==> src/common/nvsc_pkg.sv <==
// package of constants and types for the nonvolatile sram host controller
// Contract
// - store sequence: six reads ending 0fc0
// - recall sequence: five reads then 0c63
// - host keeps write enable high during sequence
// - host holds address stable through write
// - host keeps output enable high when writing
// - interleaved access aborts sequence; host avoids it
package nvsc_pkg;
  localparam int ADDR_W = 15;
  localparam int DATA_W = 8;
  localparam int CLK_MHZ = 100;
  // times in ns, us or ms, converted to cycles
  localparam int SETUP_NS = 10;
  localparam int SETUP_CYC = (SETUP_NS * CLK_MHZ + 999) / 1000;
  localparam int PULSE_NS = 30;
  localparam int PULSE_CYC = (PULSE_NS * CLK_MHZ + 999) / 1000;
  localparam int HOLD_NS = 20;
  localparam int HOLD_CYC = (HOLD_NS * CLK_MHZ + 999) / 1000;
  localparam int BUSY_WAIT_NS = 300;
  localparam int BUSY_WAIT_CYC = (BUSY_WAIT_NS * CLK_MHZ + 999) / 1000;
  localparam int STORE_MS = 10;
  localparam int STORE_CYC = STORE_MS * CLK_MHZ * 1000;
  localparam int RECALL_US = 20;
  localparam int RECALL_CYC = RECALL_US * CLK_MHZ;
  localparam int RESTORE_US = 550;
  localparam int RESTORE_CYC = RESTORE_US * CLK_MHZ;
  localparam int CNT_W = 24;
  localparam int SEQ_LEN = 6;
  localparam logic [ADDR_W-1:0] SEQ_A0 = 15'h0e38;
  localparam logic [ADDR_W-1:0] SEQ_A1 = 15'h31c7;
  localparam logic [ADDR_W-1:0] SEQ_A2 = 15'h03e0;
  localparam logic [ADDR_W-1:0] SEQ_A3 = 15'h3c1f;
  localparam logic [ADDR_W-1:0] SEQ_A4 = 15'h303f;
  localparam logic [ADDR_W-1:0] SEQ_STORE = 15'h0fc0;
  localparam logic [ADDR_W-1:0] SEQ_RECALL = 15'h0c63;

  typedef enum logic [1:0] {NVSC_READ, NVSC_WRITE, NVSC_STORE, NVSC_RECALL} nvsc_cmd_t;

  typedef struct packed {
    nvsc_cmd_t         cmd;
    logic [ADDR_W-1:0] addr;
    logic [DATA_W-1:0] data;
  } nvsc_req_t;

  typedef struct packed {
    logic              ce_n;
    logic              we_n;
    logic              oe_n;
    logic [ADDR_W-1:0] addr;
  } nvsc_pins_t;
endpackage

==> src/logic/nvsc_host.sv <==
// host controller driving the nonvolatile sram pins
`timescale 1ns/1ps
`default_nettype none
module nvsc_host #(
  parameter int STORE_CYCLES   = nvsc_pkg::STORE_CYC,
  parameter int RECALL_CYCLES  = nvsc_pkg::RECALL_CYC,
  parameter int RESTORE_CYCLES = nvsc_pkg::RESTORE_CYC
) (
  // clock, reset, enable
  input  wire logic                          clk_sys,
  input  wire logic                          nrst,
  input  wire logic                          ce,
  // user command port
  input  wire logic                          req_valid,
  input  wire nvsc_pkg::nvsc_req_t           req,
  output logic                               req_ready,
  output logic                               rsp_valid,
  output logic [nvsc_pkg::DATA_W-1:0]        rsp_data,
  // memory pins
  output nvsc_pkg::nvsc_pins_t               pins,
  input  wire logic [nvsc_pkg::DATA_W-1:0]   io_byte_in,
  output logic [nvsc_pkg::DATA_W-1:0]        io_byte_out,
  output logic                               io_byte_oe,
  input  wire logic                          store_request_busy_n_in,
  output logic                               store_request_busy_n_out,
  output logic                               store_request_busy_n_oe
);
  typedef enum logic [2:0] {S_BOOT, S_IDLE, S_SETUP, S_PULSE, S_HOLD, S_BUSY, S_WAIT}
    nvsc_state_t;

  //////////////////////////////////////////////////////////////////////////////
  // pin synchronisers
  logic [nvsc_pkg::DATA_W-1:0] din_s1_reg, din_s2_reg;
  logic                        busy_s1_reg, busy_s2_reg;
  always_ff @(posedge clk_sys) begin
    if (!nrst) begin
      din_s1_reg  <= '0;
      din_s2_reg  <= '0;
      busy_s1_reg <= 1'b1;
      busy_s2_reg <= 1'b1;
    end else if (ce) begin
      din_s1_reg  <= io_byte_in;
      din_s2_reg  <= din_s1_reg;
      busy_s1_reg <= store_request_busy_n_in;
      busy_s2_reg <= busy_s1_reg;
    end
  end

  //////////////////////////////////////////////////////////////////////////////
  // sequencer
  nvsc_state_t                 state_reg, state_next;
  logic [nvsc_pkg::CNT_W-1:0]  cnt_reg, cnt_next;
  logic [2:0]                  step_reg, step_next;
  nvsc_pkg::nvsc_req_t         cur_reg, cur_next;
  nvsc_pkg::nvsc_pins_t        pins_reg, pins_next;
  logic [nvsc_pkg::DATA_W-1:0] dout_reg, dout_next, rd_reg, rd_next;
  logic                        doe_reg, doe_next, rdy_reg, rdy_next, rv_reg, rv_next;

  function automatic logic [nvsc_pkg::ADDR_W-1:0] seq_addr(input logic [2:0] s,
                                                          input nvsc_pkg::nvsc_cmd_t c);
    logic [nvsc_pkg::ADDR_W-1:0] a;
    a = nvsc_pkg::SEQ_A0;
    unique case (s)
      3'h0: a = nvsc_pkg::SEQ_A0;
      3'h1: a = nvsc_pkg::SEQ_A1;
      3'h2: a = nvsc_pkg::SEQ_A2;
      3'h3: a = nvsc_pkg::SEQ_A3;
      3'h4: a = nvsc_pkg::SEQ_A4;
      default: a = (c == nvsc_pkg::NVSC_STORE) ? nvsc_pkg::SEQ_STORE
                                               : nvsc_pkg::SEQ_RECALL;
    endcase
    return a;
  endfunction

  logic seq_cmd;
  assign seq_cmd = (cur_reg.cmd == nvsc_pkg::NVSC_STORE) ||
                   (cur_reg.cmd == nvsc_pkg::NVSC_RECALL);

  always_comb begin
    state_next = state_reg;
    cnt_next   = cnt_reg;
    step_next  = step_reg;
    cur_next   = cur_reg;
    pins_next  = pins_reg;
    dout_next  = dout_reg;
    doe_next   = doe_reg;
    rdy_next   = 1'b0;
    rv_next    = 1'b0;
    rd_next    = rd_reg;
    unique case (state_reg)
      S_BOOT: begin
        pins_next = '{ce_n: 1'b1, we_n: 1'b1, oe_n: 1'b1, addr: '0};
        if (cnt_reg >= nvsc_pkg::CNT_W'(RESTORE_CYCLES)) begin
          state_next = S_IDLE;
          cnt_next   = '0;
          rdy_next   = 1'b1;
        end else begin
          cnt_next = cnt_reg + 1'b1;
        end
      end
      S_IDLE: begin
        rdy_next = busy_s2_reg;
        if (!busy_s2_reg) begin
          rdy_next = 1'b0;
        end else if (req_valid && rdy_reg) begin
          rdy_next  = 1'b0;
          cur_next  = req;
          step_next = '0;
          cnt_next  = '0;
          state_next = S_SETUP;
          // address stands before any enable falls
          if (req.cmd == nvsc_pkg::NVSC_STORE || req.cmd == nvsc_pkg::NVSC_RECALL) begin
            pins_next.addr = nvsc_pkg::SEQ_A0;
          end else begin
            pins_next.addr = req.addr;
          end
        end
      end
      S_SETUP: begin
        cnt_next = cnt_reg + 1'b1;
        if (cnt_reg + 1'b1 >= nvsc_pkg::CNT_W'(nvsc_pkg::SETUP_CYC)) begin
          cnt_next   = '0;
          state_next = S_PULSE;
          pins_next.ce_n = 1'b0;
          if (cur_reg.cmd == nvsc_pkg::NVSC_WRITE) begin
            pins_next.we_n = 1'b0;
            pins_next.oe_n = 1'b1;
            dout_next = cur_reg.data;
            doe_next  = 1'b1;
          end else begin
            pins_next.we_n = 1'b1;
            pins_next.oe_n = seq_cmd;
          end
        end
      end
      S_PULSE: begin
        cnt_next = cnt_reg + 1'b1;
        if (cnt_reg + 1'b1 >= nvsc_pkg::CNT_W'(nvsc_pkg::PULSE_CYC)) begin
          cnt_next   = '0;
          state_next = S_HOLD;
          if (cur_reg.cmd == nvsc_pkg::NVSC_READ) begin
            rd_next = din_s2_reg;
          end
          pins_next.ce_n = 1'b1;
          pins_next.we_n = 1'b1;
          pins_next.oe_n = 1'b1;
        end
      end
      S_HOLD: begin
        cnt_next = cnt_reg + 1'b1;
        if (cnt_reg + 1'b1 >= nvsc_pkg::CNT_W'(nvsc_pkg::HOLD_CYC)) begin
          cnt_next = '0;
          doe_next = 1'b0;
          if (seq_cmd && step_reg != 3'(nvsc_pkg::SEQ_LEN - 1)) begin
            step_next = step_reg + 1'b1; // no other access between steps
            pins_next.addr = seq_addr(step_reg + 1'b1, cur_reg.cmd);
            state_next = S_SETUP;
          end else if (seq_cmd) begin
            state_next = S_WAIT;
          end else begin
            rv_next    = 1'b1;
            state_next = S_IDLE;
          end
        end
      end
      S_WAIT: begin
        cnt_next = cnt_reg + 1'b1;
        if (!busy_s2_reg) begin
          cnt_next   = '0;
          state_next = S_BUSY;
        end else if (cur_reg.cmd == nvsc_pkg::NVSC_RECALL &&
                     cnt_reg >= nvsc_pkg::CNT_W'(RECALL_CYCLES)) begin
          rv_next    = 1'b1;
          state_next = S_IDLE;
        end else if (cur_reg.cmd == nvsc_pkg::NVSC_STORE &&
                     cnt_reg >= nvsc_pkg::CNT_W'(nvsc_pkg::BUSY_WAIT_CYC)) begin
          rv_next    = 1'b1;
          state_next = S_IDLE;
        end
      end
      S_BUSY: begin
        cnt_next = cnt_reg + 1'b1;
        if (busy_s2_reg || cnt_reg >= nvsc_pkg::CNT_W'(STORE_CYCLES)) begin
          cnt_next   = '0;
          rv_next    = 1'b1;
          state_next = S_IDLE;
        end
      end
      default: state_next = S_IDLE;
    endcase
  end

  always_ff @(posedge clk_sys) begin
    if (!nrst) begin
      state_reg <= S_BOOT;
      cnt_reg   <= '0;
      step_reg  <= '0;
      cur_reg   <= '0;
      pins_reg  <= '{ce_n: 1'b1, we_n: 1'b1, oe_n: 1'b1, addr: '0};
      dout_reg  <= '0;
      doe_reg   <= 1'b0;
      rdy_reg   <= 1'b0;
      rv_reg    <= 1'b0;
      rd_reg    <= '0;
    end else if (ce) begin
      state_reg <= state_next;
      cnt_reg   <= cnt_next;
      step_reg  <= step_next;
      cur_reg   <= cur_next;
      pins_reg  <= pins_next;
      dout_reg  <= dout_next;
      doe_reg   <= doe_next;
      rdy_reg   <= rdy_next;
      rv_reg    <= rv_next;
      rd_reg    <= rd_next;
    end
  end

  //////////////////////////////////////////////////////////////////////////////
  // outputs
  assign pins        = pins_reg;
  assign io_byte_out = dout_reg;
  assign io_byte_oe  = doe_reg;
  assign req_ready   = rdy_reg;
  assign rsp_valid   = rv_reg;
  assign rsp_data    = rd_reg;
  assign store_request_busy_n_out = 1'b1;
  assign store_request_busy_n_oe  = 1'b0;
endmodule
`default_nettype wire

==> config.mk <==
export PLATFORM = sky130hd
export DESIGN_NAME = nvsc_host
export DESIGN_NICKNAME = d
export VERILOG_FILES = /design/src/common/nvsc_pkg.sv /design/src/logic/nvsc_host.sv
export SDC_FILE = /design/constraint.sdc
export NUM_CORES = 1
export LEC_CHECK = 0
export ABC_CLOCK_PERIOD_IN_PS = 3100
export BUFFER_PORTS_ARGS = -buffer_cell sky130_fd_sc_hd__buf_2
export CAP_MARGIN = 20
export CORE_UTILIZATION = 44
export CTS_BUF_LIST = sky130_fd_sc_hd__clkbuf_8
export DETAILED_ROUTE_END_ITERATION = 16
export PLACE_DENSITY = 0.77
export SYNTH_ARGS = -nofsm -noshare
export SYNTH_HDL_FRONTEND = slang
export SYNTH_SLANG_ARGS = --single-unit
==> constraint.sdc <==
create_clock -name clk_sys -period 3.1 [get_ports clk_sys]
set_input_delay 0.465 -clock clk_sys [delete_from_list [all_inputs] [get_ports clk_sys]]
set_output_delay 0.465 -clock clk_sys [all_outputs]
set_load 0.02 [all_outputs]
-- Yosys cells after proc, flatten, opt, wreduce, memory -nomap -nowiden
Cells that the tools add are included.
- add/sub/neg operators: 2
- $lt $le $gt $ge: 7
- equal/unequal tests: 26
- multiplexer cells: 55
- reductions and logical operators: 24
- operators by type and width (kind ; number):
    $mux 24 ; 8
    $pmux 24 s7 ; 1
    $mux 15 ; 5
    $pmux 14 s5 ; 1
    $mux 3 ; 18
    $ge 24x2->1 const B ; 2
    $pmux 15 s3 ; 1
    $add 24x1->24 const B ; 1
    $ge 24x1->1 const B ; 1
    $ge 24x11->1 const B ; 1
    $ge 24x16->1 const B ; 1
    $ge 24x20->1 const B ; 1
    $ge 24x5->1 const B ; 1
    $pmux 3 s7 ; 1
    $reduce_and 4->1 ; 5
    $ne 2x2->1 const B ; 9
    $mux 1 ; 13
    $eq 3x2->1 const B ; 4
    $eq 3x3->1 const B ; 4
    $reduce_and 6->1 ; 2
    $mux 10 ; 1
    $pmux 3 s3 ; 1
    $reduce_and 9->1 ; 1
    $eq 2x2->1 const B ; 4
    other kinds (17) ; 27
- bits in registers: 95
- output and inout port bits: 39

-- Longest topological paths before layout
- depth after elaboration: 6
- depth in mapped cells: 12

-- Worst setup path after synthesis
OpenSTA, ideal clock, no wires.
- path type: flip-flop to flip-flop
- from: register cnt_reg[1] (netlist name)
- to: register pins_reg, in the netlist pins[10]
- setup time: 0.072 ns
- data arrival time: 3.036 ns
- data required time: 3.028 ns
- setup slack: -0.007 ns
- stages on the path, launching flop included: 12
- buffers on the path: 2
- period minus slack after synthesis: 3.107 ns
- cell sequence: dfxtp_1 ha_1 buf_2 and3_1 o21ai_0 or4_1 a211o_1 nor4_4 a31oi_1 a21boi_4 buf_6 mux2i_1
- word-level cells in the longest chain between the ends: 4
- RTL lines (element ; RTL line ; source):
    from (decl) ; nvsc_host.sv:52 ; logic [nvsc_pkg::CNT_W-1:0] cnt_reg, cnt_next;
    from (signal assigned) ; nvsc_host.sv:207 ; cnt_reg <= cnt_next;
    $add 24x1->24 ; nvsc_host.sv:151 ; if (cnt_reg + 1'b1 >= nvsc_pkg::CNT_W'(nvsc_pkg::HOLD_CYC)) begin
    $ge 24x2->1 ; nvsc_host.sv:151 ;
    $ne 2x2->1 (no line) ; -- ;
    $reduce_and 6->1 (no line) ; -- ;
    to (signal assigned) ; nvsc_host.sv:199 ; pins_reg <= '{ce_n: 1'b1, we_n: 1'b1, oe_n: 1'b1, addr: '0};
    to (signal assigned) ; nvsc_host.sv:210 ; pins_reg <= pins_next;
    to (decl) ; nvsc_host.sv:55 ; nvsc_pkg::nvsc_pins_t pins_reg, pins_next;
No other way between the ends.
A chain may end at the register's enable or synchronous reset.

-- Worst setup path after layout
- from: register cnt_reg[0] (netlist name)
- to: register cnt_reg[0] (netlist name)
- word-level cells in the longest chain between the ends: 4
- RTL lines (element ; RTL line ; source):
    $add 24x1->24 or $ge 24x20->1 (tied branches) ; -- ;
    $ge 24x2->1 (tied with other cells) ; nvsc_host.sv:151 ;
    $mux 24 (on tied branches) ; -- ;
    $pmux 24 s7 (*) ; nvsc_host.sv:90 ; unique case (state_reg)
Mark *: on every way between the ends. The rest lies on a longest branch, timed or not.

==> results list <==
* Count of unique library cells instantiated by Yosys: 64
- Routed wl met2: 6350 um
- Of the total power, the clock network draws 0.380.
- PnR worst setup slack: roughly 0.12 ns
- Data arrival at the endpoint of the critical path: 3.29 ns
- Final Max Slew Viols: 0
- Row generation in the floorplan step produced 39 rows.
- Sequential Power Share: 0.549
- The tool flagged a number of max-cap violations equal to 0.
- Setup total negative slack on the finished layout was measured at 0 ns.
* Top FF cell, synth: dfxtp_1
- Total number of vias: ~5000
- Power spread over the standard cell area amounts to around 370 nW/um2.
- Sum of internal, switching and leakage power: ~2.3 mW
* Fillers: ~1100
* Warning count from the yosys run: 0
* Maximum number of buffers from clock root to sink: 2
* Net Sw Frac: 0.2576
- Maximum fanout count along the critical path: 8
- The first detailed-routing pass ran for 6 iterations.
- Dpl hpwl: ~9600 um
- Post-layout nets: around 780
- The analysis attributes to net switching a power of 583.6 uW.
- For this run, the top clock speed supported by timing is roughly 340 MHz.
- DIE AREA: about 12000 um2
- The worst path in the final design needs a cycle of between 2 and 3 ns, including I/O delays and setup.
- Share of post-route cells with drive strength above 1: 0.1965
* Via density per instance: 5.628
* Post-Syn Instances: approximately 660
- Synthesis inferred 95 register bits.
- For this block, the initial DRC count from the detailed router was 335.
* Worst rel slew slack: 0.5003
* Number of antenna violations at the first check in global routing: 0
- Startpoint of the worst hold path: store_request_busy_n_in
- Static Leakage: about 2.5 nW
- Area share of the largest cell type after synthesis: 0.3661
- Status: finished, final reports clean
- Routability-driven placement finished with a final weighted congestion of around 0.92.
- Pre-CTS worst setup slack: roughly 0.056 ns
* Port buffer count: 74
- Of the total power, combinational logic draws 0.071.
* Number of nets with antenna violations after detailed routing: 0
* Max Used Layer: met4
* Transition at the pin with the smallest max-transition slack: about 0.75 ns
* Cell taking the most area after synthesis: dfxtp_1
- Seq/Total Area, Yosys: 0.3661
- CTS clk-pin slew, worst paths: approximately 0.11 ns
- GRT Overall Usage: 0.2133
- The number of global-route vias before repair is roughly 4700.
* Wire length of the first global-routing pass: 21670 um
- Pin count of the biggest net entering global routing: 78
- The critical path in this run is classified as flop to flop.
- Worst Path Required: between 3 and 4 ns
* Maximum VDD drop: ~0.00029 V
* Routed wirelength normalized by instance count: roughly 15 um
- In the synthesized netlist the async set-or-reset flop fraction comes to 0.
- Between clock sinks in the finished design, the worst skew comes to roughly 0.015 ns.
- Synthesis-to-finish area growth: 16.31%
* Std-Cell Core Area: ~11000 um2
- The clock tree synthesis step divided the H-tree into 3 levels.
- Avg Synthesized Cell Area: between 7 and 8 um2
* Remaining DRCs: 0
* Top post-synthesis cells by area: dfxtp_1 (37%), mux2i_1 (8.3%), nand2_1 (8.2%)
- 0 antenna diodes ended up in the layout.
* CTS tree: built
- Wl on met1: around 6000 um
- Setup repair after global routing left no endpoint under its margin.
- Net Count, Synth: 712
- In this run the vertical extent of the chip is approximately 110 um.
- Library cell with the highest instance count after synthesis: nand2_1
- Fraction of the cycle the final worst path needs: 0.9616
* Class of the tightest hold or removal check: primary input to flop
* Start of the worst register-to-register path: cnt_reg[0]
- Sum of overflow across all layers after global routing: 0
* Number of endpoints failing setup at the final stage: 0
- Length of routed met3 wiring: ~900 um
- From left edge to right edge, the die measures roughly 110 um.
* Total clock buffers created by CTS: 9
- The tree is rooted in a clkbuf_8.
- Buffers inserted to repair hold after CTS numbered 0.
* Cell types with the highest counts after synthesis: nand2_1 (114), dfxtp_1 (95), nor2_1 (68), mux2i_1 (43)
- Summed over all layers, the routed wires come to ~13000 um.
* Final Hold Viols: 0
- Count of flip-flops with a built-in enable after synthesis: 0
- Summing every instance area after synthesis gives ~5200 um2.
- Initial Util: 0.4530
- The register with the most flip-flops in the layout has 24 of them.
* Total internal power: 1.681 mW
* CP startpoint kind: flop
- Tracing the worst setup path back leads to its startpoint at cnt_reg[0].
- Critical Path End Type: flop
- For this design the top-level I/O count stands at between 70 and 80.
- The clock reaches the later pin of the worst-skew pair after between 0.3 and 0.4 ns.
- Sinks on Clock Net: 95
[power groups by stage]
| stage | Clock (mW) | Combinational [mW] | Sequential (mW) |
|---|---|---|---|
| CTS | 0.875 | 0.156 | 1.24 |
| global placement | 0 | 0.150 | 1.27 |
| floorplan | 0 | 0.0972 | 1.27 |
| global route | 0.918 | 0.175 | 1.25 |
| finish | 0.861 | 0.161 | 1.24 |
| detailed placement | 0 | 0.155 | 1.27 |
[layout make-up]
| class | instances | area, um2 | area share |
|---|---|---|---|
| Clock buffer | 9 | 123.9 | 0.02050 |
| Clock inverter | 7 | 78.83 | 0.01305 |
| Inverter | 14 | 52.55 | 0.008697 |
| Multi-Input combinational cell | 502 | 3040 | 0.5032 |
| Sequential cell | 95 | 1906 | 0.3154 |
| Tap cell | 143 | 178.9 | 0.02961 |
| Timing Repair Buffer | 111 | 661.9 | 0.1095 |
[metrics by stage]
| stage | instance area [um2] | std cells | util | hold WS [ns] |
|---|---|---|---|---|
| floorplan | 5195 | 663 | - | 0.4366 |
| finish | 6042 | 881 | 0.5269 | 0.3196 |
| CTS | 5973 | 877 | 0.5209 | 0.3121 |
| global route | 6042 | 881 | 0.5269 | 0.3195 |
| detailed placement | 5771 | 861 | 0.5032 | 0.4470 |
| global placement | 5771 | 861 | 0.5032 | 0.4416 |
[worst max-delay path, stage by stage (launching register included)]
cell and delay (ns):
dfxtp_1 0.39, buf_4 0.18, and2_2 0.19, nand2_2 0.06
or4_1 0.52, a211o_1 0.32, nor4_4 0.42, buf_4 0.21
a31o_2 0.17, buf_4 0.16, nand3_1 0.10, o21ai_0 0.19
[path summary, 6_finish.rpt]
| kind | to | slack [ns] | depth (start not counted) |
|---|---|---|---|
| max | cnt_reg[0] | 0.12 | 11 |
| min | busy_s1_reg | 0.32 | 3 |
| max reg2reg | cnt_reg[0] | 0.12 | 11 |
| min reg2reg | io_byte_out[1] | 0.46 | 2 |
[metal layers]
metal / vias to the layer above / GRT usage
met3: 22 / 0.04046
met2: 160 / 0.3511
met1: 2322 / 0.2712
li1: 2454 / -
met4: 0 / 0.09422
met5: - / 0
[cells by family (layout without fill, tap and decap cells)]
kind of cell               count (synthesis)  after routing  synth area share
DFF                                       95             95            0.3661
and+or+nand+nor                          303            303            0.2772
xor gates and xnor gates                  22             22           0.03709
other                                      2              2          0.001446
muxes                                     43             43           0.08285
AOI/OAI and AO/OA                        121            121            0.1537
buffers and inverters                     66            141           0.05516
adders and majority gates                 11             11           0.02649
[what timing repair did]
item / in CTS / in global routing
buffers inserted: 0 / 3
gates resized for setup: 0 / 12
endpoints found under the setup margin: 0 / 60
[placed cells by master (no fill, tap or decap), types with 4 or more instances in the layout]
master	synthesis	layout
nand2_1	114	114
o21ai_0	33	31
mux2i_1	43	43
xnor2_1	11	11
clkbuf_8	0	9
nand3_1	33	33
or3_1	5	5
nor4_1	8	7
nor3b_1	5	5
nand4_1	16	16
buf_4	3	34
and2_1	6	6
a31oi_1	11	10
nand2b_1	6	6
or4_1	6	6
inv_1	13	13
and3_1	7	7
buf_2	12	75
o31ai_1	4	4
a21o_1	10	10
nor2b_1	7	7
xor2_1	11	11
nor3_1	9	8
dfxtp_1	95	92
and4_1	4	4
a21oi_1	25	25
nor2_1	68	68
ha_1	11	10
(Power assumes the default switching activity.)
